### config.mk
export PLATFORM = sky130hd
export DESIGN_NAME = tx_ptp_timestamp_qualifier
export DESIGN_NICKNAME = d
export VERILOG_FILES = /design/src/rtl/tx_ptp_qual_pkg.sv /design/src/rtl/ptp_dest_matcher.sv /design/src/rtl/ts_capture_fifo.sv /design/src/rtl/tx_ptp_timestamp_qualifier.sv
export SDC_FILE = /design/constraint.sdc
export NUM_CORES = 1
export LEC_CHECK = 0
export ABC_AREA = 1
export ABC_CLOCK_PERIOD_IN_PS = 12320
export BUFFER_PORTS_ARGS = -buffer_cell sky130_fd_sc_hd__buf_4
export CORE_ASPECT_RATIO = 1.75
export CORE_MARGIN = 2
export CORE_UTILIZATION = 47
export CTS_CLUSTER_DIAMETER = 100
export DETAILED_ROUTE_END_ITERATION = 7
export GPL_ROUTABILITY_DRIVEN = 0
export PLACE_DENSITY = 0.68
export SYNTH_ARGS = -nofsm -noshare
export SYNTH_HDL_FRONTEND = slang
export SYNTH_SLANG_ARGS = --single-unit
### constraint.sdc
create_clock -name i_sys_clk -period 12.32 [get_ports i_sys_clk]
set_clock_uncertainty 0.2 [all_clocks]
set_input_delay 2.464 -clock i_sys_clk [delete_from_list [all_inputs] [get_ports i_sys_clk]]
set_output_delay 2.464 -clock i_sys_clk [all_outputs]
set_load 0.02 [all_outputs]
### src/rtl/tx_ptp_qual_pkg.sv
// Constants shared by the transmit PTP timestamp qualifier and its helpers.
// Assumes a 12-bit APB byte address and untagged Ethernet frames.
package tx_ptp_qual_pkg;
    localparam int          APB_AW        = 12;
    localparam int          APB_DW        = 32;
    // Register byte addresses.
    localparam logic [11:0] ADDR_CMD      = 12'h000;
    localparam logic [11:0] ADDR_BANK     = 12'h040;
    localparam logic [11:0] ADDR_PARSE    = 12'h158;
    localparam logic [11:0] ADDR_QUAL     = 12'h15c;
    localparam logic [11:0] ADDR_EG_SEC   = 12'h16c;
    localparam logic [11:0] ADDR_EG_NS    = 12'h170;
    localparam logic [11:0] ADDR_HDR      = 12'h174;
    localparam logic [11:0] ADDR_STAT     = 12'h178;
    localparam logic [2:0]  BANK_PORT     = 3'h2;
    localparam logic [2:0]  BANK_RESET    = 3'h0;
    // Field positions and reset values.
    localparam int          CMD_EN_BIT    = 0;
    localparam int          PC_IP_CHK     = 4;
    localparam int          PC_MAC_CHK    = 3;
    localparam int          PC_L2_DET     = 2;
    localparam int          PC_V6_DET     = 1;
    localparam int          PC_V4_DET     = 0;
    localparam logic [4:0]  PARSE_RESET   = 5'h1f;
    localparam int          QC_DOMAIN_LSB = 24;
    localparam int          QC_DOMAIN_EN  = 23;
    localparam int          QC_ALT_CHK    = 22;
    localparam int          QC_UDP_BYP    = 21;
    localparam int          QC_FCS_BYP    = 20;
    localparam int          QC_VER_LSB    = 16;
    localparam int          QC_MASK_LSB   = 0;
    localparam logic [31:0] QUAL_RESET    = 32'h0002_0000;
    localparam int          STAT_POP_BIT  = 0;
    localparam int          STAT_OVF_BIT  = 8;
    // Frame layout.
    localparam int          HDR_LEN       = 76;
    localparam logic [15:0] ETH_L2        = 16'h88f7;
    localparam logic [15:0] ETH_V4        = 16'h0800;
    localparam logic [15:0] ETH_V6        = 16'h86dd;
    localparam logic [7:0]  V4_VER_IHL    = 8'h45;
    localparam logic [7:0]  IP_UDP        = 8'h11;
    localparam logic [15:0] PORT_EVENT    = 16'h013f;
    localparam logic [15:0] PORT_GENERAL  = 16'h0140;
    localparam logic [6:0]  OFS_ETYPE     = 7'h0c;
    localparam logic [6:0]  OFS_V4_VER    = 7'h0e;
    localparam logic [6:0]  OFS_V4_PROTO  = 7'h17;
    localparam logic [6:0]  OFS_V4_DIP    = 7'h1e;
    localparam logic [6:0]  OFS_V4_DPORT  = 7'h24;
    localparam logic [6:0]  OFS_V6_NXT    = 7'h14;
    localparam logic [6:0]  OFS_V6_DIP    = 7'h26;
    localparam logic [6:0]  OFS_V6_DPORT  = 7'h38;
    localparam logic [6:0]  OFS_L2_PTP    = 7'h0e;
    localparam logic [6:0]  OFS_V4_PTP    = 7'h2a;
    localparam logic [6:0]  OFS_V6_PTP    = 7'h3e;
    localparam logic [6:0]  PTP_VER       = 7'h01;
    localparam logic [6:0]  PTP_DOMAIN    = 7'h04;
    localparam logic [6:0]  PTP_FLAGS     = 7'h06;
    // Destination addresses accepted by the address checks.
    localparam logic [47:0] MAC_L2_A      = 48'h011b_1900_0000;
    localparam logic [47:0] MAC_L2_B      = 48'h0180_c200_000e;
    localparam logic [47:0] MAC_V4        = 48'h0100_5e00_0181;
    localparam logic [47:0] MAC_V6        = 48'h3333_0000_0181;
    localparam logic [31:0] IP4_DEST      = 32'he000_0181;
    localparam logic [11:0] IP6_DEST_HI   = 12'hff0;
    localparam logic [111:0] IP6_DEST_LO  = 112'h181;
endpackage : tx_ptp_qual_pkg

### src/rtl/ptp_dest_matcher.sv
// Destination MAC and IP comparison for the transmit PTP qualifier.
// Purely combinational; the caller registers whatever it derives from it.
module ptp_dest_matcher (
    input  wire logic         i_fmt_l2,
    input  wire logic         i_fmt_v4,
    input  wire logic         i_fmt_v6,
    input  wire logic [47:0]  i_dest_mac,
    input  wire logic [31:0]  i_dest_ip4,
    input  wire logic [127:0] i_dest_ip6,
    output logic              o_mac_hit,
    output logic              o_ip_hit
);
    import tx_ptp_qual_pkg::*;

    // The IPv6 scope nibble is a wildcard so every scope of the group matches.
    always_comb begin
        o_mac_hit = (i_fmt_l2 && (i_dest_mac == MAC_L2_A || i_dest_mac == MAC_L2_B))
                 || (i_fmt_v4 && i_dest_mac == MAC_V4)
                 || (i_fmt_v6 && i_dest_mac == MAC_V6);
        o_ip_hit  = (i_fmt_v4 && i_dest_ip4 == IP4_DEST)
                 || (i_fmt_v6 && i_dest_ip6[127:116] == IP6_DEST_HI
                              && i_dest_ip6[111:0] == IP6_DEST_LO);
    end
endmodule : ptp_dest_matcher

### src/rtl/ts_capture_fifo.sv
// Small first-in first-out store for qualified egress timestamps.
// Push and pop come from the same clock; a push while full is refused.
module ts_capture_fifo #(
    parameter int WIDTH = 94,
    parameter int DEPTH = 4,
    parameter int CNT_W = $clog2(DEPTH + 1)
) (
    input  wire logic             i_sys_clk,
    input  wire logic             i_srst,
    input  wire logic             i_push,
    input  wire logic [WIDTH-1:0] i_data,
    input  wire logic             i_pop,
    output logic      [WIDTH-1:0] o_head,
    output logic      [CNT_W-1:0] o_count,
    output logic                  o_full
);
    localparam int PTR_W = (DEPTH > 1) ? $clog2(DEPTH) : 1;

    logic [WIDTH-1:0] mem [DEPTH];
    logic [PTR_W-1:0] rd_r;
    logic [PTR_W-1:0] rd_nxt;
    logic [PTR_W-1:0] wr_r;
    logic [PTR_W-1:0] wr_nxt;
    logic [CNT_W-1:0] cnt_r;
    logic [CNT_W-1:0] cnt_nxt;
    logic             do_push;
    logic             do_pop;

    function automatic logic [PTR_W-1:0] ptr_inc(input logic [PTR_W-1:0] p);
        ptr_inc = (p == PTR_W'(DEPTH - 1)) ? '0 : p + 1'b1;
    endfunction : ptr_inc

    always_comb begin
        do_pop  = i_pop && (cnt_r != '0);
        do_push = i_push && (cnt_r != CNT_W'(DEPTH));
        rd_nxt  = do_pop ? ptr_inc(rd_r) : rd_r;
        wr_nxt  = do_push ? ptr_inc(wr_r) : wr_r;
        cnt_nxt = cnt_r + CNT_W'(do_push) - CNT_W'(do_pop);
    end

    always_ff @(posedge i_sys_clk) begin
        if (i_srst) begin
            rd_r  <= '0;
            wr_r  <= '0;
            cnt_r <= '0;
        end else begin
            rd_r  <= rd_nxt;
            wr_r  <= wr_nxt;
            cnt_r <= cnt_nxt;
        end
    end

    always_ff @(posedge i_sys_clk) begin
        if (do_push) begin
            mem[wr_r] <= i_data;
        end
    end

    assign o_head  = mem[rd_r];
    assign o_count = cnt_r;
    assign o_full  = (cnt_r == CNT_W'(DEPTH));
endmodule : ts_capture_fifo

### src/rtl/tx_ptp_timestamp_qualifier.sv
// Transmit PTP timestamp qualifier: parses outgoing frames, applies the
// configured filters and buffers the egress time of qualified messages.
// Assumes a byte stream from the MAC transmit path on i_sys_clk and an APB3
// master on the same clock.
// What this block does
// - IP destination check bit 4 resets set; checks IPv4 and IPv6 destination.
// - MAC destination check bit 3 resets set; checks destination MAC address.
// - Layer 2 detect bit 2 resets set; recognises Ethernet-carried PTP.
// - IPv6 detect bit 1 resets set; recognises UDP over IPv6 PTP.
// - IPv4 detect bit 0 resets set; recognises UDP over IPv4 PTP.
// - Domain field bits 31:24 reset 0; must equal domainNumber when matching.
// - Bit 23 reset 0 enables domain comparison; clear means domain ignored.
// - Bit 22 reset 0 requires alternateMasterFlag zero to qualify.
// - Bit 21 clear rejects bad UDP checksum; set bypasses the check.
// - Bit 20 clear rejects bad FCS; set bypasses the check.
// - Version field bits 19:16 reset 2; zero accepts any version.
// - Mask bits 15:0 reset 0; bit n enables messageType n.
// - Qualified egress times go to a four-entry buffer for software.
module tx_ptp_timestamp_qualifier #(
    parameter int TS_DEPTH = 4
) (
    input  wire logic                                i_sys_clk,
    input  wire logic                                i_srst,
    input  wire logic                                i_psel,
    input  wire logic                                i_penable,
    input  wire logic                                i_pwrite,
    input  wire logic [tx_ptp_qual_pkg::APB_AW-1:0]  i_paddr,
    input  wire logic [tx_ptp_qual_pkg::APB_DW-1:0]  i_pwdata,
    output logic      [tx_ptp_qual_pkg::APB_DW-1:0]  o_prdata,
    output logic                                     o_pready,
    output logic                                     o_pslverr,
    input  wire logic                                i_tx_valid,
    input  wire logic [7:0]                          i_tx_data,
    input  wire logic                                i_tx_last,
    input  wire logic                                i_tx_fcs_bad,
    input  wire logic                                i_tx_udp_sum_bad,
    input  wire logic [31:0]                         i_egress_sec,
    input  wire logic [29:0]                         i_egress_ns,
    output logic                                     o_ts_qualified
);
    import tx_ptp_qual_pkg::*;

    localparam int CNT_W  = $clog2(TS_DEPTH + 1);
    localparam int ENTRY_W = 32 + 30 + 32;

    typedef enum logic [1:0] {ST_IDLE, ST_BODY, ST_EVAL} frame_state_e;

    // Configuration and status registers.
    logic              cmd_en_r,  cmd_en_nxt;
    logic [2:0]        bank_r,    bank_nxt;
    logic [4:0]        parse_r,   parse_nxt;
    logic [31:0]       qual_r,    qual_nxt;
    logic              ovf_r,     ovf_nxt;
    logic [31:0]       prdata_r,  prdata_nxt;
    logic              pready_r,  pready_nxt;
    logic              pslverr_r, pslverr_nxt;
    logic              qual_out_r;
    // Frame capture.
    frame_state_e      st_r,      st_nxt;
    logic [6:0]        cnt_r,     cnt_nxt;
    logic [31:0]       sec_r,     sec_nxt;
    logic [29:0]       ns_r,      ns_nxt;
    logic              fcs_bad_r, fcs_bad_nxt;
    logic              udp_bad_r, udp_bad_nxt;
    logic [7:0]        hdr [HDR_LEN];
    logic              hdr_we;
    logic [6:0]        hdr_idx;
    // Evaluation.
    logic              eval_now;
    logic [15:0]       etype;
    logic              fmt_l2, fmt_v4, fmt_v6, fmt_any;
    logic [6:0]        base;
    logic [3:0]        msg_type;
    logic [3:0]        msg_ver;
    logic [7:0]        msg_domain;
    logic [7:0]        msg_flag0, msg_flag1;
    logic [47:0]       dest_mac;
    logic [31:0]       dest_ip4;
    logic [127:0]      dest_ip6;
    logic              mac_hit, ip_hit;
    logic              mac_ok, ip_ok, dom_ok, alt_ok, ver_ok, type_ok, fcs_ok, udp_ok;
    logic              all_ok, qual_now;
    // Buffer and bus.
    logic [ENTRY_W-1:0] head;
    logic [CNT_W-1:0]   ts_count;
    logic               ts_full;
    logic               ts_pop;
    logic               port_bank;
    logic               wr_fire;

    function automatic logic port_ok(input logic [15:0] p);
        port_ok = (p == PORT_EVENT) || (p == PORT_GENERAL);
    endfunction : port_ok

    // Frame capture: the last byte leads to one evaluation cycle, during which
    // a new frame may already begin because writes land only at the edge.
    always_comb begin
        st_nxt      = st_r;
        cnt_nxt     = cnt_r;
        sec_nxt     = sec_r;
        ns_nxt      = ns_r;
        fcs_bad_nxt = fcs_bad_r;
        udp_bad_nxt = udp_bad_r;
        hdr_idx     = (st_r == ST_BODY) ? cnt_r : 7'h00;
        hdr_we      = i_tx_valid && (hdr_idx < 7'(HDR_LEN));
        case (st_r)
            ST_IDLE, ST_EVAL: begin
                st_nxt = ST_IDLE;
                if (i_tx_valid) begin
                    sec_nxt = i_egress_sec;
                    ns_nxt  = i_egress_ns;
                    cnt_nxt = 7'h01;
                    st_nxt  = i_tx_last ? ST_EVAL : ST_BODY;
                end
            end
            ST_BODY: begin
                if (i_tx_valid) begin
                    cnt_nxt = (cnt_r == 7'h7f) ? cnt_r : cnt_r + 7'h01;
                    if (i_tx_last) begin
                        st_nxt = ST_EVAL;
                    end
                end
            end
            default: begin
                st_nxt = ST_IDLE;
            end
        endcase
        if (i_tx_valid && i_tx_last) begin
            fcs_bad_nxt = i_tx_fcs_bad;
            udp_bad_nxt = i_tx_udp_sum_bad;
        end
    end

    always_ff @(posedge i_sys_clk) begin
        if (i_srst) begin
            st_r      <= ST_IDLE;
            cnt_r     <= 7'h00;
            sec_r     <= 32'h0;
            ns_r      <= 30'h0;
            fcs_bad_r <= 1'b0;
            udp_bad_r <= 1'b0;
        end else begin
            st_r      <= st_nxt;
            cnt_r     <= cnt_nxt;
            sec_r     <= sec_nxt;
            ns_r      <= ns_nxt;
            fcs_bad_r <= fcs_bad_nxt;
            udp_bad_r <= udp_bad_nxt;
        end
    end

    always_ff @(posedge i_sys_clk) begin
        if (hdr_we) begin
            hdr[hdr_idx] <= i_tx_data;
        end
    end

    // Format detection, field extraction and the filter chain.
    always_comb begin
        eval_now = (st_r == ST_EVAL);
        etype    = {hdr[OFS_ETYPE], hdr[OFS_ETYPE + 7'h01]};
        fmt_l2   = parse_r[PC_L2_DET] && etype == ETH_L2;
        fmt_v4   = parse_r[PC_V4_DET] && etype == ETH_V4 && hdr[OFS_V4_VER] == V4_VER_IHL
                && hdr[OFS_V4_PROTO] == IP_UDP
                && port_ok({hdr[OFS_V4_DPORT], hdr[OFS_V4_DPORT + 7'h01]});
        fmt_v6   = parse_r[PC_V6_DET] && etype == ETH_V6 && hdr[OFS_V6_NXT] == IP_UDP
                && port_ok({hdr[OFS_V6_DPORT], hdr[OFS_V6_DPORT + 7'h01]});
        fmt_any  = fmt_l2 || fmt_v4 || fmt_v6;
        base     = fmt_l2 ? OFS_L2_PTP : (fmt_v4 ? OFS_V4_PTP : OFS_V6_PTP);
        msg_type   = hdr[base][3:0];
        msg_ver    = hdr[base + PTP_VER][3:0];
        msg_domain = hdr[base + PTP_DOMAIN];
        msg_flag0  = hdr[base + PTP_FLAGS];
        msg_flag1  = hdr[base + PTP_FLAGS + 7'h01];
        for (int i = 0; i < 6; i++) begin
            dest_mac[47 - 8 * i -: 8] = hdr[i];
        end
        for (int i = 0; i < 4; i++) begin
            dest_ip4[31 - 8 * i -: 8] = hdr[OFS_V4_DIP + 7'(i)];
        end
        for (int i = 0; i < 16; i++) begin
            dest_ip6[127 - 8 * i -: 8] = hdr[OFS_V6_DIP + 7'(i)];
        end
    end

    ptp_dest_matcher u_dest_matcher (
        .i_fmt_l2   (fmt_l2),
        .i_fmt_v4   (fmt_v4),
        .i_fmt_v6   (fmt_v6),
        .i_dest_mac (dest_mac),
        .i_dest_ip4 (dest_ip4),
        .i_dest_ip6 (dest_ip6),
        .o_mac_hit  (mac_hit),
        .o_ip_hit   (ip_hit)
    );

    // Layer 2 frames carry no IP header, so the IP check passes for them.
    always_comb begin
        mac_ok  = !parse_r[PC_MAC_CHK] || mac_hit;
        ip_ok   = !parse_r[PC_IP_CHK] || fmt_l2 || ip_hit;
        dom_ok  = !qual_r[QC_DOMAIN_EN]
               || msg_domain == qual_r[QC_DOMAIN_LSB +: 8];
        alt_ok  = !qual_r[QC_ALT_CHK] || !msg_flag0[0];
        ver_ok  = qual_r[QC_VER_LSB +: 4] == 4'h0
               || msg_ver == qual_r[QC_VER_LSB +: 4];
        type_ok = qual_r[QC_MASK_LSB + 32'(msg_type)];
        fcs_ok  = qual_r[QC_FCS_BYP] || !fcs_bad_r;
        udp_ok  = qual_r[QC_UDP_BYP] || fmt_l2 || !udp_bad_r;
        all_ok  = fmt_any && mac_ok && ip_ok && dom_ok && alt_ok
               && ver_ok && type_ok && fcs_ok && udp_ok;
        qual_now = eval_now && cmd_en_r && all_ok;
    end

    ts_capture_fifo #(
        .WIDTH (ENTRY_W),
        .DEPTH (TS_DEPTH),
        .CNT_W (CNT_W)
    ) u_ts_fifo (
        .i_sys_clk (i_sys_clk),
        .i_srst    (i_srst),
        .i_push    (qual_now),
        .i_data    ({sec_r, ns_r, msg_type, msg_ver, msg_domain, msg_flag0, msg_flag1}),
        .i_pop     (ts_pop),
        .o_head    (head),
        .o_count   (ts_count),
        .o_full    (ts_full)
    );

    // APB slave: one access cycle, the answer is prepared in the setup cycle.
    // Banked port registers answer only while bank 2 is selected.
    always_comb begin
        port_bank   = (bank_r == BANK_PORT);
        wr_fire     = i_psel && i_penable && pready_r && i_pwrite && !pslverr_r;
        cmd_en_nxt  = cmd_en_r;
        bank_nxt    = bank_r;
        parse_nxt   = parse_r;
        qual_nxt    = qual_r;
        ts_pop      = 1'b0;
        pready_nxt  = i_psel && !i_penable;
        pslverr_nxt = 1'b0;
        prdata_nxt  = 32'h0;
        case (i_paddr)
            ADDR_CMD:    prdata_nxt = {31'h0, cmd_en_r};
            ADDR_BANK:   prdata_nxt = {29'h0, bank_r};
            ADDR_PARSE:  prdata_nxt = {27'h0, parse_r};
            ADDR_QUAL:   prdata_nxt = qual_r;
            ADDR_EG_SEC: prdata_nxt = head[ENTRY_W-1 -: 32];
            ADDR_EG_NS:  prdata_nxt = {2'b00, head[61:32]};
            ADDR_HDR:    prdata_nxt = head[31:0];
            ADDR_STAT:   prdata_nxt = {23'h0, ovf_r, {(8 - CNT_W){1'b0}}, ts_count};
            default:     pslverr_nxt = pready_nxt;
        endcase
        if (i_paddr >= ADDR_PARSE && !port_bank) begin
            prdata_nxt  = 32'h0;
            pslverr_nxt = pready_nxt;
        end
        if (i_pwrite) begin
            prdata_nxt = 32'h0;
        end
        if (wr_fire) begin
            case (i_paddr)
                ADDR_CMD:   cmd_en_nxt = i_pwdata[CMD_EN_BIT];
                ADDR_BANK:  bank_nxt   = i_pwdata[2:0];
                ADDR_PARSE: parse_nxt  = i_pwdata[4:0];
                ADDR_QUAL:  qual_nxt   = i_pwdata;
                ADDR_STAT:  ts_pop     = i_pwdata[STAT_POP_BIT];
                default:    ts_pop     = 1'b0;
            endcase
        end
        // A refused push in the same cycle as the clear keeps the flag set.
        ovf_nxt = (qual_now && ts_full)
               || (ovf_r && !(wr_fire && i_paddr == ADDR_STAT && i_pwdata[STAT_OVF_BIT]));
    end

    always_ff @(posedge i_sys_clk) begin
        if (i_srst) begin
            cmd_en_r   <= 1'b0;
            bank_r     <= BANK_RESET;
            parse_r    <= PARSE_RESET;
            qual_r     <= QUAL_RESET;
            ovf_r      <= 1'b0;
            prdata_r   <= 32'h0;
            pready_r   <= 1'b0;
            pslverr_r  <= 1'b0;
            qual_out_r <= 1'b0;
        end else begin
            cmd_en_r   <= cmd_en_nxt;
            bank_r     <= bank_nxt;
            parse_r    <= parse_nxt;
            qual_r     <= qual_nxt;
            ovf_r      <= ovf_nxt;
            prdata_r   <= prdata_nxt;
            pready_r   <= pready_nxt;
            pslverr_r  <= pslverr_nxt;
            qual_out_r <= qual_now;
        end
    end

    assign o_prdata       = prdata_r;
    assign o_pready       = pready_r;
    assign o_pslverr      = pslverr_r;
    assign o_ts_qualified = qual_out_r;
endmodule : tx_ptp_timestamp_qualifier

# ---- Word level (Yosys, flattened, before mapping)
# Memories as Yosys holds them, arrays and structs flattened. A register that Yosys moved wholly into a read port is not among the register bits.
# Index checks and enable logic that the tools add are counted.
dict set report totals {
  word_cells 179
  n_memories 2
  inputBits 123
  regBits 157
  out_inout_bits 35
  mem_bits_rw 984
}
dict set report classes {
  magnitude_cmp 3
  addsub 9
  n_reduce_logical 82
  eq_ne 38
  n_mux 27
}
# memory words width read_ports rd_ports_with_merged_regs write_ports line_no
set memory_table {}
lappend memory_table {hdr 76 8 40 0 1 tx_ptp_timestamp_qualifier.sv:65} ;# logic [7:0] hdr [HDR_LEN];
lappend memory_table {u_ts_fifo.mem 4 94 1 1 1 ts_capture_fifo.sv:19} ;# logic [WIDTH-1:0] mem [DEPTH];
# operator count
set ops {}
lappend ops {{$pmux W32 S8} 1}
lappend ops {{$eq A48 B41 Y1 const B} 3}
lappend ops {{$eq A112 B9 Y1 const B} 1}
lappend ops {{$eq A12 B9 Y1 const B} 6}
lappend ops {{$eq A16 B9 Y1 const B} 4}
lappend ops {{$eq A48 B46 Y1 const B} 1}
lappend ops {{$logic_and A1 B1 Y1} 38}
lappend ops {{$eq A16 B16 Y1 const B} 2}
lappend ops {{$eq A32 B32 Y1 const B} 1}
lappend ops {{$mux W7} 4}
lappend ops {{$logic_or A1 B1 Y1} 18}
lappend ops {{$eq A16 B12 Y1 const B} 1}
lappend ops {{$eq A8 B5 Y1 const B} 2}
lappend ops {{$mux W2} 8}
lappend ops {{$add A6 B3 Y7 const B} 2}
lappend ops {{$add A7 B1 Y7 const B} 2}
lappend ops {{$pmux W7 S2} 1}
lappend ops {{$eq A12 B12 Y1 const B} 1}
lappend ops {{$eq A12 B7 Y1 const B} 1}
lappend ops {{$ge A12 B9 Y1 const B} 1}
lappend ops {{$logic_not A12 Y1} 1}
lappend ops {{$reduce_and A2 Y1} 6}
lappend ops {{$logic_not A1 Y1} 11}
lappend ops {{$mux W1} 9}
lappend ops {{28 further kinds} 34}

# ---- Logic depth before layout (Yosys ltp)
# Gate-level depths: netlist of the first run.
# An unclocked memory read counts as a cell.
dict set report depth {
  depth_word 22
  depth_mapped 26
}

# ---- By module
# From an unflattened synthesis of the first run, not the netlist that was laid out.
dict set report hier_totals {
  hier_cells 2744
  area_unflattened_um2 33418.3
}
# mod cells_each area_per_inst_um2 n_inst seq_area_each_um2
set by_module_without_submodules {}
lappend by_module_without_submodules {tx_ptp_timestamp_qualifier 1561 18139.9 1 12972.4}
lappend by_module_without_submodules {ts_capture_fifo 972 14382.5 1 11471.0}
lappend by_module_without_submodules {ptp_dest_matcher 211 895.9 1 0.0}

# ---- Worst setup path after synthesis of the first run
# No wires, ideal clock.
dict set report synth_path {
  kind {flip-flop to flip-flop}
  startpoint {mem hdr[13][5]}
  endpoint {mem u_ts_fifo.mem[0][0], enable pin}
  setup_ns 0.547
  period_less_slack_ns 6.856
  setup_slack_ns 5.464
  path_stages_with_launch 20
  arrival_ns 6.109
  required_time_ns 11.573
  path_buffers 1
  path_cell_list {edfxtp_1 > nor2_1 > nand2_1 > nor2_1 > nand2_1 > nor2_2 > nand2_4 > nand2_4 > buf_12 > nor2_1 > nor2_1 > xnor2_1 > nand2_1 > nor2_1 > nand2_1 > nand2_2 > nand2_2 > nor2_2 > nand3_2 > nor2_1}
}
# element line_no
set synth_rtl {}
lappend synth_rtl {{from (decl)} tx_ptp_timestamp_qualifier.sv:65}
lappend synth_rtl {{to (decl)} ts_capture_fifo.sv:19}

# ---- Final worst setup path of the first run
dict set report layout_path {
  startpoint {in i_paddr[9] in the netlist's numbering}
  endpoint {reg prdata_r[3] (netlist: o_prdata[3])}
}
dict set report layout_via {
  elab_chain_len 3
  word_cells_on_any_way 12
  classes_between {1 x order compare; 7 x eq/ne; 1 x mux; 3 x reduce/logical}
}
# element line_no
set layout_lines {}
lappend layout_lines {{from (decl)} tx_ptp_timestamp_qualifier.sv:27} ;# input wire logic [tx_ptp_qual_pkg::APB_AW-1:0] i_paddr,
lappend layout_lines {{$ge A12 B9 Y1} tx_ptp_timestamp_qualifier.sv:253} ;# if (i_paddr >= ADDR_PARSE && !port_bank) begin
lappend layout_lines {{$logic_and A1 B1 Y1} tx_ptp_timestamp_qualifier.sv:253}
lappend layout_lines {{$reduce_or A3 Y1 (no source line)} n/a}
lappend layout_lines {{to (signal assigned)} tx_ptp_timestamp_qualifier.sv:292} ;# prdata_r <= prdata_nxt;
lappend layout_lines {{to (decl)} tx_ptp_timestamp_qualifier.sv:54} ;# logic [31:0] prdata_r, prdata_nxt;
# Parallel ways exist; a longest one is shown, timed or not.
# A chain may end at the register's enable or synchronous reset.

==> results of run 1 <==
worst min-delay path by stage:
stage,slack (ns),to
after floorplan,0.22,fcs_bad_r
after global placement,0.26,parse_r[0]
after detailed placement,0.27,parse_r[0]
after CTS,0.28,parse_r[0]
after global routing,0.31,parse_r[0]
final,0.29,parse_r[0]
state kept, by name, indices dropped and copies added (netlist names), 2 cells and up, named ones only:
name	cells
cnt_r	7
bank_r	3
u_ts_fifo.mem	376
ns_r	30
parse_r	5
u_ts_fifo.o_count	3
hdr	328
qual_r	32
o_prdata	32
u_ts_fifo.rd_r	2
u_ts_fifo.wr_r	2
st_r	2
sec_r	32
metal layers:
metal / global-route usage / share of wire / vias up
li1: - / - / 9983
met4: 0.142 / 0.064 / 0
met2: 0.447 / 0.52 / 999
met1: 0.273 / 0.35 / 10700
met3: 0.0275 / 0.063 / 246
met5: 0 / 0 / -
cell usage in the layout, fill, tap and decap left out, types with 11 or more instances in the layout:
cell / n
edfxtp_1: 704
nor2_1: 557
o21ai_0: 271
nand2_1: 265
buf_4: 180
dfxtp_1: 157
inv_1: 152
o22ai_1: 95
clkbuf_16: 74
nand3_1: 64
a21oi_1: 48
nand4_1: 40
nor4_1: 34
nor3_1: 27
a211oi_1: 21
clkbuf_1: 21
a31oi_1: 20
a22oi_1: 18
nand3b_1: 15
clkinv_1: 15
o211ai_1: 13
clkinv_2: 13
a221oi_1: 11
cells by family after synthesis:
| group | after synthesis | share of synthesized area |
|---|---|---|
| flip-flops | 863 | 0.737 |
| XOR/XNOR | 3 | 0.000796 |
| AO/OA/AOI/OAI | 517 | 0.0906 |
| buffers and inverters | 273 | 0.0321 |
| adder cells (fa/ha/maj) | 9 | 0.00364 |
| AND/OR/NAND/NOR | 1052 | 0.136 |
layout make-up:
cell class	count	share of cell area
clock buffer	98	0.0528
clock inverter	35	0.00697
inverter	160	0.0161
multi-input combinational	1581	0.206
sequential	863	0.651
tap	910	0.0305
timing repair buffer	180	0.0362
worst reg2reg max path, stage by stage (launching register included):
cell	delay (ns)
edfxtp_1	0.38
nand2_1	0.08
inv_1	0.04
nand2_1	0.05
nor2_1	0.04
nor2_1	0.25
nor2_2	0.11
nand2_4	0.21
nand2_4	0.21
inv_1	0.45
nand2_1	0.09
nand2_1	0.13
inv_1	0.11
nand2_1	0.08
nand3_1	0.07
nor2_1	0.10
nand2_1	0.12
nand2_2	0.20
nand2_2	0.08
nor2_2	0.14
nand3_2	0.23
nor2_4	0.13
buf_4	0.56
buf_4	0.75
power groups by stage:
stage          clock, uW  combinational [uW]  sequential, uW
6_report            2200                 126            3190
4_1_cts             2220                 126            3190
3_5_place_dp           0                 125            3260
2_1_floorplan          0                44.5            3250
3_3_place_gp           0                 122            3250
5_1_grt             2330                 136            3190
through the flow:
stage	cell area [um^2]	worst slack, ns	std cells	utilization	hold WS, ns
global placement	35100	6.14	3694	0.505	0.256
detailed placement	35100	5.88	3694	0.505	0.268
floorplan	33000	5.46	2717	-	0.225
CTS	37300	6.55	3827	0.537	0.283
global route	37300	6.41	3827	0.537	0.306
finish	37300	6.54	3827	0.537	0.290
Yosys cell counts, types with 5 or more instances:
cell type and count:
nor2_2 8, nor2_1 562, buf_2 7, nand3b_1 15, nand3_1 64, a21oi_1 48
a22oi_1 18, edfxtp_1 704, o211ai_1 13, ha_1 8, nand4_1 40, a31oi_1 20
dfxtp_1 159, nor3_1 27, a221oi_1 11, a32o_1 6, clkbuf_1 96, o22ai_1 95
nor2_4 5, inv_1 153, a211oi_1 21, nor4_1 35, or2_2 6, o21ai_0 271
buf_1 7, nand2_1 266
==> impl_metrics.csv, run 1 <==
group,metric,value,unit
power,power_frac_seq,0.579,
worst_setup_path,timing.rr.start,"hdr[37][1]",
worst_setup_path,timing.reg2reg.worst_path_depth,23,
synthesis,synth.yosys.seq_area_share,0.737,
synthesis,synth-main-ff-cell,"edfxtp_1",
power,clkPwrFrac,0.398,
worst_setup_path,crit_path_end_kind,"flop",
route,detail_route.drc_violations,0,
status,status,"finished, final reports clean",
cells_and_area,multi_input_area,7690,um^2
grt,largest_net_degree_at_the_start_of_global_routing,90,
power,totalPowerFinal,5520,uW
power,comb_power_share,0.023,
clock_network,htree_num_levels,3,
floorplan,die_w,204,um
grt,grt_antenna_before_repair,0,
floorplan,initial_utilization,0.475,
clock_network,cts.hold.buffers_added,0,
sta,min_period_over_period,0.469,
sta,worst-slew-pin-transition,1.41,ns
cells_and_area,sequential_cell_area,24300,um^2
sta,report.final.slew_viol_count,0,
synthesis,synth-edff-count,704,
grt,grt.overflow.total,0,
hold_path,worstHoldPathCells,2,
route,vias,22000,
synthesis,most_area_consuming_cells_after_synthesis,"edfxtp_1 64%, dfxtp_1 9.6%, nor2_1 6.4%",
hold_path,hold_path.startpoint,"parse_r[0]",
route,drt.antenna.violating_nets,0,
worst_setup_path,critical_path_cell_count,13,
worst_setup_path,critical_path_cell_with_the_highest_stage_delay,"nor2_2",
worst_setup_path,cp_num_buf_inv,4,
grt,first_global_vias,21500,
worst_setup_path,startpoint,"i_paddr[9]",
placed_design,place.detailed.hpwl,60700,um
grt,global_route_wire_length_before_repair,132000,um
clock_network,cts.repair_timing.setup_buffer_count,0,
power,power.switching,1110,uW
clock_network,numCtsBuffers,73,
clock_network,worstSkewPairLatency,0.62,ns
sta,finalHoldViolCount,0,
cells_and_area,layout.nets,2991,
clock_network,clock_tree_from_tritoncts,"built",
placed_design,placement.io_buffers,157,
clock_network,cts.repair.resized,0,
route,viasPerCell,5.74,
cells_and_area,n_fill_cell,5727,
synthesis,yosys_register_bits,863,
synthesis,yosysTopAreaCellShare,0.640,
synthesis,post-synth-top-area-cell,"edfxtp_1",
clock_network,cts_root_buf,"clkbuf_16",
worst_setup_path,worstSetupStartpointType,"input port",
worst_setup_path,worst_ep_required_time,12.63,ns
sta,achievable-frequency,173,MHz
synthesis,mappedNetlistArea,33000,um^2
route,drt_pre_antenna_iters,6,
power,maximum_vdd_drop,0.0858,mV
worst_setup_path,critPathArrivalTime,6.08,ns
worst_setup_path,worst_path_class_setup,"input port to flop",
route,post_drt_wl_per_cell,23.4,um
sta,slew_headroom,0.0548,
cells_and_area,n_antenna_cell,0,
floorplan,coreArea,69500,um^2
grt,grtUsageTotal,0.244,
hold_path,worstHoldPathType,"flop to flop",
synthesis,synth_cell_types,60,
worst_setup_path,rrSetupSlack,6.99,ns
synthesis,mappedNetlistNets,2849,
worst_setup_path,path_cells,"buf_4 -> nor3_1 -> inv_1 -> nor2_4 -> inv_1 -> nor2_1 -> nand2_1 -> nor2_2 -> inv_1 -> a221o_1 -> o21ai_0 -> a21oi_1 -> a31oi_1",
synthesis,synth_instances,2717,
worst_setup_path,maximum_fanout_along_the_worst_path,25,
synthesis,syn_area_per_cell,12.2,um^2
clock_network,cts_buffer_depth,3,
worst_setup_path,critical_path.top_delay_family,"simple AND/OR/NAND/NOR gates",
sta,grt_setup_unrepaired,"false",
power,powerDensity,148,nW/um^2
clock_network,clock_sink_count,863,
route,detailedRoute.firstIterationViolations,2509,
sta,finalSetupViolations,0,
worst_setup_path,timing.critical_path.to,"o_prdata[3]",
power,p_int,4400,uW
route,wl,89500,um
cells_and_area,layout-area-overhead-vs-synth,13.1,%
worst_setup_path,timing.critical_path.slowest_cell_delay,0.92,ns
sta,setup_total_negative_slack,0,ns
worst_setup_path,critical_path.reg2reg.endpoint,"u_ts_fifo.mem[3][11]",
floorplan,placement_rows,128,
clock_network,clock_transition_time_at_the_flip_flop_clock_pins_of_the_worst_setup_and_hold_paths,0.06,ns
floorplan,io_pins,158,
power,power.share.switching,0.202,
cells_and_area,layout-drive-gt1-share,0.112,
power,leakage,0.0127,uW
sta,min_period,5.78,ns
worst_setup_path,crit_path_frequent_cell,"inv_1",
synthesis,synth.yosys.warnings,0,
floorplan,fp.dieArea,72500,um^2
floorplan,die_height,355,um
synthesis,synth_async_sr_flop_share,0,
flow_run,timing.max_cap.violations,0,
Power figures use the tool's default switching activity.
==> inputs of run 2 (changes only) <==
--- a/config.mk
+++ b/config.mk
@@ -5,8 +5,8 @@
 export SDC_FILE = /design/constraint.sdc
 export NUM_CORES = 1
 export LEC_CHECK = 0
-export ABC_AREA = 1
-export ABC_CLOCK_PERIOD_IN_PS = 12320
+export ABC_AREA = 0
+export ABC_CLOCK_PERIOD_IN_PS = 5200
 export BUFFER_PORTS_ARGS = -buffer_cell sky130_fd_sc_hd__buf_4
 export CORE_ASPECT_RATIO = 1.75
 export CORE_MARGIN = 2
@@ -14,7 +14,7 @@
 export CTS_CLUSTER_DIAMETER = 100
 export DETAILED_ROUTE_END_ITERATION = 7
 export GPL_ROUTABILITY_DRIVEN = 0
-export PLACE_DENSITY = 0.68
+export PLACE_DENSITY = 0.7
 export SYNTH_ARGS = -nofsm -noshare
 export SYNTH_HDL_FRONTEND = slang
 export SYNTH_SLANG_ARGS = --single-unit
==> constraint.sdc (replaced) <==
create_clock -name i_sys_clk -period 5.2 [get_ports i_sys_clk]
set_clock_uncertainty 0.2 [all_clocks]
set_input_delay 1.04 -clock i_sys_clk [delete_from_list [all_inputs] [get_ports i_sys_clk]]
set_output_delay 1.04 -clock i_sys_clk [all_outputs]
set_load 0.02 [all_outputs]
==> impl_metrics.csv, run 2 <==
group,metric,value,unit
power,maximum_vdd_drop,0.209,mV
sta,finalSetupViolations,0,
sta,report.final.slew_viol_count,0,
hold_path,hold_path.startpoint,"ovf_r",
floorplan,fp.dieArea,70600,um^2
worst_setup_path,worst_ep_required_time,5.30,ns
cells_and_area,final_cell_area,36900,um^2
worst_setup_path,rrSetupSlack,0.64,ns
power,totalPowerFinal,13300,uW
synthesis,synth_simple_gate_area_share,0.0911,
synthesis,most_area_consuming_cells_after_synthesis,"edfxtp_1 66%, dfxtp_1 9.9%, mux4_2 6.6%",
sta,slew_headroom,0.389,
status,status,"finished, final reports clean",
worst_setup_path,crit_path_end_kind,"flop",
cells_and_area,sequential_cell_area,24300,um^2
synthesis,synth_instances,1990,
worst_setup_path,critical_path_cell_with_the_highest_stage_delay,"nor4b_1",
worst_setup_path,timing.reg2reg.worst_path_depth,10,
synthesis,synth_cell_types,72,
synthesis,syn_area_per_cell,16.2,um^2
worst_setup_path,critPathArrivalTime,4.66,ns
route,viasPerCell,5.87,
sta,achievable-frequency,219,MHz
route,detail_route.drc_violations,0,
clock_network,cts.hold.buffers_added,0,
clock_network,cts_root_buf,"clkbuf_16",
synthesis,synth_async_sr_flop_share,0,
route,post_drt_wl_per_cell,24.9,um
synthesis,post_synth_mux_area_share,0.0801,
floorplan,placement_rows,126,
synthesis,synth_common_cells,"704 x edfxtp_1, 267 x nand2_1, 159 x dfxtp_1, 121 x nor2_1, 113 x a21oi_1",
cells_and_area,layout-area-overhead-vs-synth,14.8,%
worst_setup_path,critical_path.reg2reg.endpoint,"u_ts_fifo.mem[1][50]",
sta,final.hold.worst_slack,0.285,ns
hold_path,min_to,"ovf_r",
synthesis,synth_compound_area_frac,0.0520,
grt,grtUsageTotal,0.219,
synthesis,synth.yosys.warnings,0,
route,wl,77800,um
clock_network,cts.repair.resized,0,
clock_network,cts_buffer_depth,3,
power,power.switching,2650,uW
worst_setup_path,timing.critical_path.slowest_cell_delay,0.79,ns
grt,first_global_vias,18300,
worst_setup_path,maximum_fanout_along_the_worst_path,28,
sta,finalHoldViolCount,0,
sta,worst-slew-pin-transition,0.912,ns
power,powerDensity,359,nW/um^2
grt,grt.overflow.total,0,
clock_network,clock_sink_count,863,
route,detailedRoute.firstIterationViolations,2033,
route,drt_pre_antenna_iters,6,
cells_and_area,layout.cells.most_common,"edfxtp_1",
cells_and_area,n_fill_cell,5226,
synthesis,synth.yosys.seq_area_share,0.756,
cells_and_area,layout-drive-gt1-share,0.202,
grt,largest_net_degree_at_the_start_of_global_routing,74,
power,leakage,0.0117,uW
flow_run,timing.max_cap.violations,0,
cells_and_area,n_antenna_cell,0,
floorplan,initial_utilization,0.475,
power,p_int,10600,uW
power,comb_power_share,0.020,
synthesis,yosys_register_bits,863,
cells_and_area,reg_top3,"u_ts_fifo.mem (376), hdr (328)",
clock_network,worstSkewPairLatency,0.63,ns
synthesis,post-synth-top-area-cell,"edfxtp_1",
clock_network,clock_transition_time_at_the_flip_flop_clock_pins_of_the_worst_setup_and_hold_paths,0.07,ns
floorplan,coreArea,67600,um^2
worst_setup_path,critical_path.top_delay_family,"simple AND/OR/NAND/NOR gates",
worst_setup_path,worst_path_class_setup,"flop to flop",
cells_and_area,layout.nets,2295,
placed_design,place_area,34500,um^2
synthesis,post_synth_fa_ha_maj_area_fraction,0.00374,
sta,min_period,4.56,ns
power,clkPwrFrac,0.412,
grt,grt_antenna_before_repair,2,
synthesis,synth_most_common_cell,"edfxtp_1",
floorplan,die_w,202,um
hold_path,worstHoldPathCells,2,
cells_and_area,largest_register_ff_count,376,
worst_setup_path,path_cells,"nor4b_1 -> nand4_1 -> nor4_1 -> a31oi_1 -> nor3_1 -> o211ai_1 -> nor4_1 -> buf_4 -> and3_4 -> buf_12",
cells_and_area,mostFrequentLayoutCells,"704 x edfxtp_1, 267 x nand2_1, 187 x buf_4",
clock_network,htree_num_levels,3,
cells_and_area,regMostFlops,"u_ts_fifo.mem",
cells_and_area,multi_input_area,7410,um^2
route,vias,18300,
placed_design,place.detailed.hpwl,52500,um
sta,setup_total_negative_slack,0,ns
synthesis,yosysTopAreaCellShare,0.657,
route,drt.antenna.violating_nets,0,
hold_path,worstHoldPathType,"flop to flop",
placed_design,placement.io_buffers,157,
power,power.share.switching,0.200,
grt,global_route_wire_length_before_repair,114000,um
worst_setup_path,crit_path_frequent_cell,"nor4_1",
synthesis,synth-edff-count,704,
floorplan,io_pins,158,
synthesis,synth_top_family_by_area,"simple AND/OR/NAND/NOR gates",
clock_network,cts.repair_timing.setup_buffer_count,0,
floorplan,die_height,350,um
power,power_frac_seq,0.568,
sta,grt_setup_unrepaired,"false",
synthesis,synth-xor-area-share,0.00245,
worst_setup_path,timing.rr.start,"hdr[20][5]",
clock_network,numCtsBuffers,74,
worst_setup_path,cp_num_buf_inv,2,
worst_setup_path,worstSetupStartpointType,"flop",
synthesis,mappedNetlistNets,2122,
synthesis,mappedNetlistArea,32200,um^2
sta,min_period_over_period,0.877,
clock_network,clock_tree_from_tritoncts,"built",
synthesis,synth-main-ff-cell,"edfxtp_1",
==> run 2: area by class of cell <==
class | instances | area share
sequential | 863 | 0.659
inverter | 19 | 0.00193
timing repair buffer | 195 | 0.0424
clock inverter | 43 | 0.0111
multi-input combinational | 1010 | 0.201
tap | 896 | 0.0304
clock buffer | 94 | 0.0538
==> run 2: metrics by stage <==
| stage | worst slack (ns) | cells | utilization |
|---|---|---|---|
| 2_1_floorplan | 0.484 | 1990 | - |
| 3_3_place_gp | 0.714 | 2983 | 0.510 |
| 3_5_place_dp | 0.677 | 2983 | 0.510 |
| 4_1_cts | 0.666 | 3120 | 0.546 |
| 5_1_grt | 0.397 | 3120 | 0.546 |
| 6_report | 0.640 | 3120 | 0.546 |
==> run 2: power groups by stage <==
stage | registers, uW | clock network (uW) | logic (uW)
floorplan | 7660 | 0 | 97.7
global placement | 7670 | 0 | 267
detailed placement | 7680 | 0 | 273
CTS | 7520 | 5550 | 274
global route | 7530 | 5790 | 292
finish | 7530 | 5460 | 271
==> run 2: worst max path at each step <==
stage / startpoint / end / slack (ns) / depth (start not counted)
global route: hdr[37][3] / u_ts_fifo.mem[1][63] / 0.40 / 10
floorplan: hdr[37][3] / u_ts_fifo.mem[0][0] / 0.48 / 11
detailed placement: hdr[37][3] / u_ts_fifo.mem[1][43] / 0.68 / 10
CTS: hdr[37][3] / u_ts_fifo.mem[1][46] / 0.67 / 10
finish: hdr[20][5] / u_ts_fifo.mem[1][50] / 0.64 / 10
global placement: hdr[37][3] / u_ts_fifo.mem[1][45] / 0.71 / 11
==> run 2: cells by family (layout without fill, tap and decap cells) <==
logic type | Yosys count | count (layout)
flip-flops | 863 | 863
AND/OR/NAND/NOR | 608 | 608
AO/OA/AOI/OAI | 248 | 248
multiplexers | 136 | 136
buffers and inverters | 117 | 351
adder cells (fa/ha/maj) | 9 | 9
XOR/XNOR | 9 | 9
==> run 2: metal layers <==
layer / vias up / track usage / routed length (um) / part of all wire
met4: 0 / 0.118 / 4310 / 0.055
met5: - / 0 / 0 / 0
met3: 191 / 0.0292 / 5100 / 0.066
met1: 9189 / 0.265 / 29000 / 0.37
met2: 837 / 0.383 / 39400 / 0.51
li1: 8096 / - / - / -
==> run 2: tightest hold or removal path, cell delays in order, from the launching register on <==
cell and delay [ns]:
dfxtp_1 0.33, nand2_1 0.06, a21oi_1 0.05
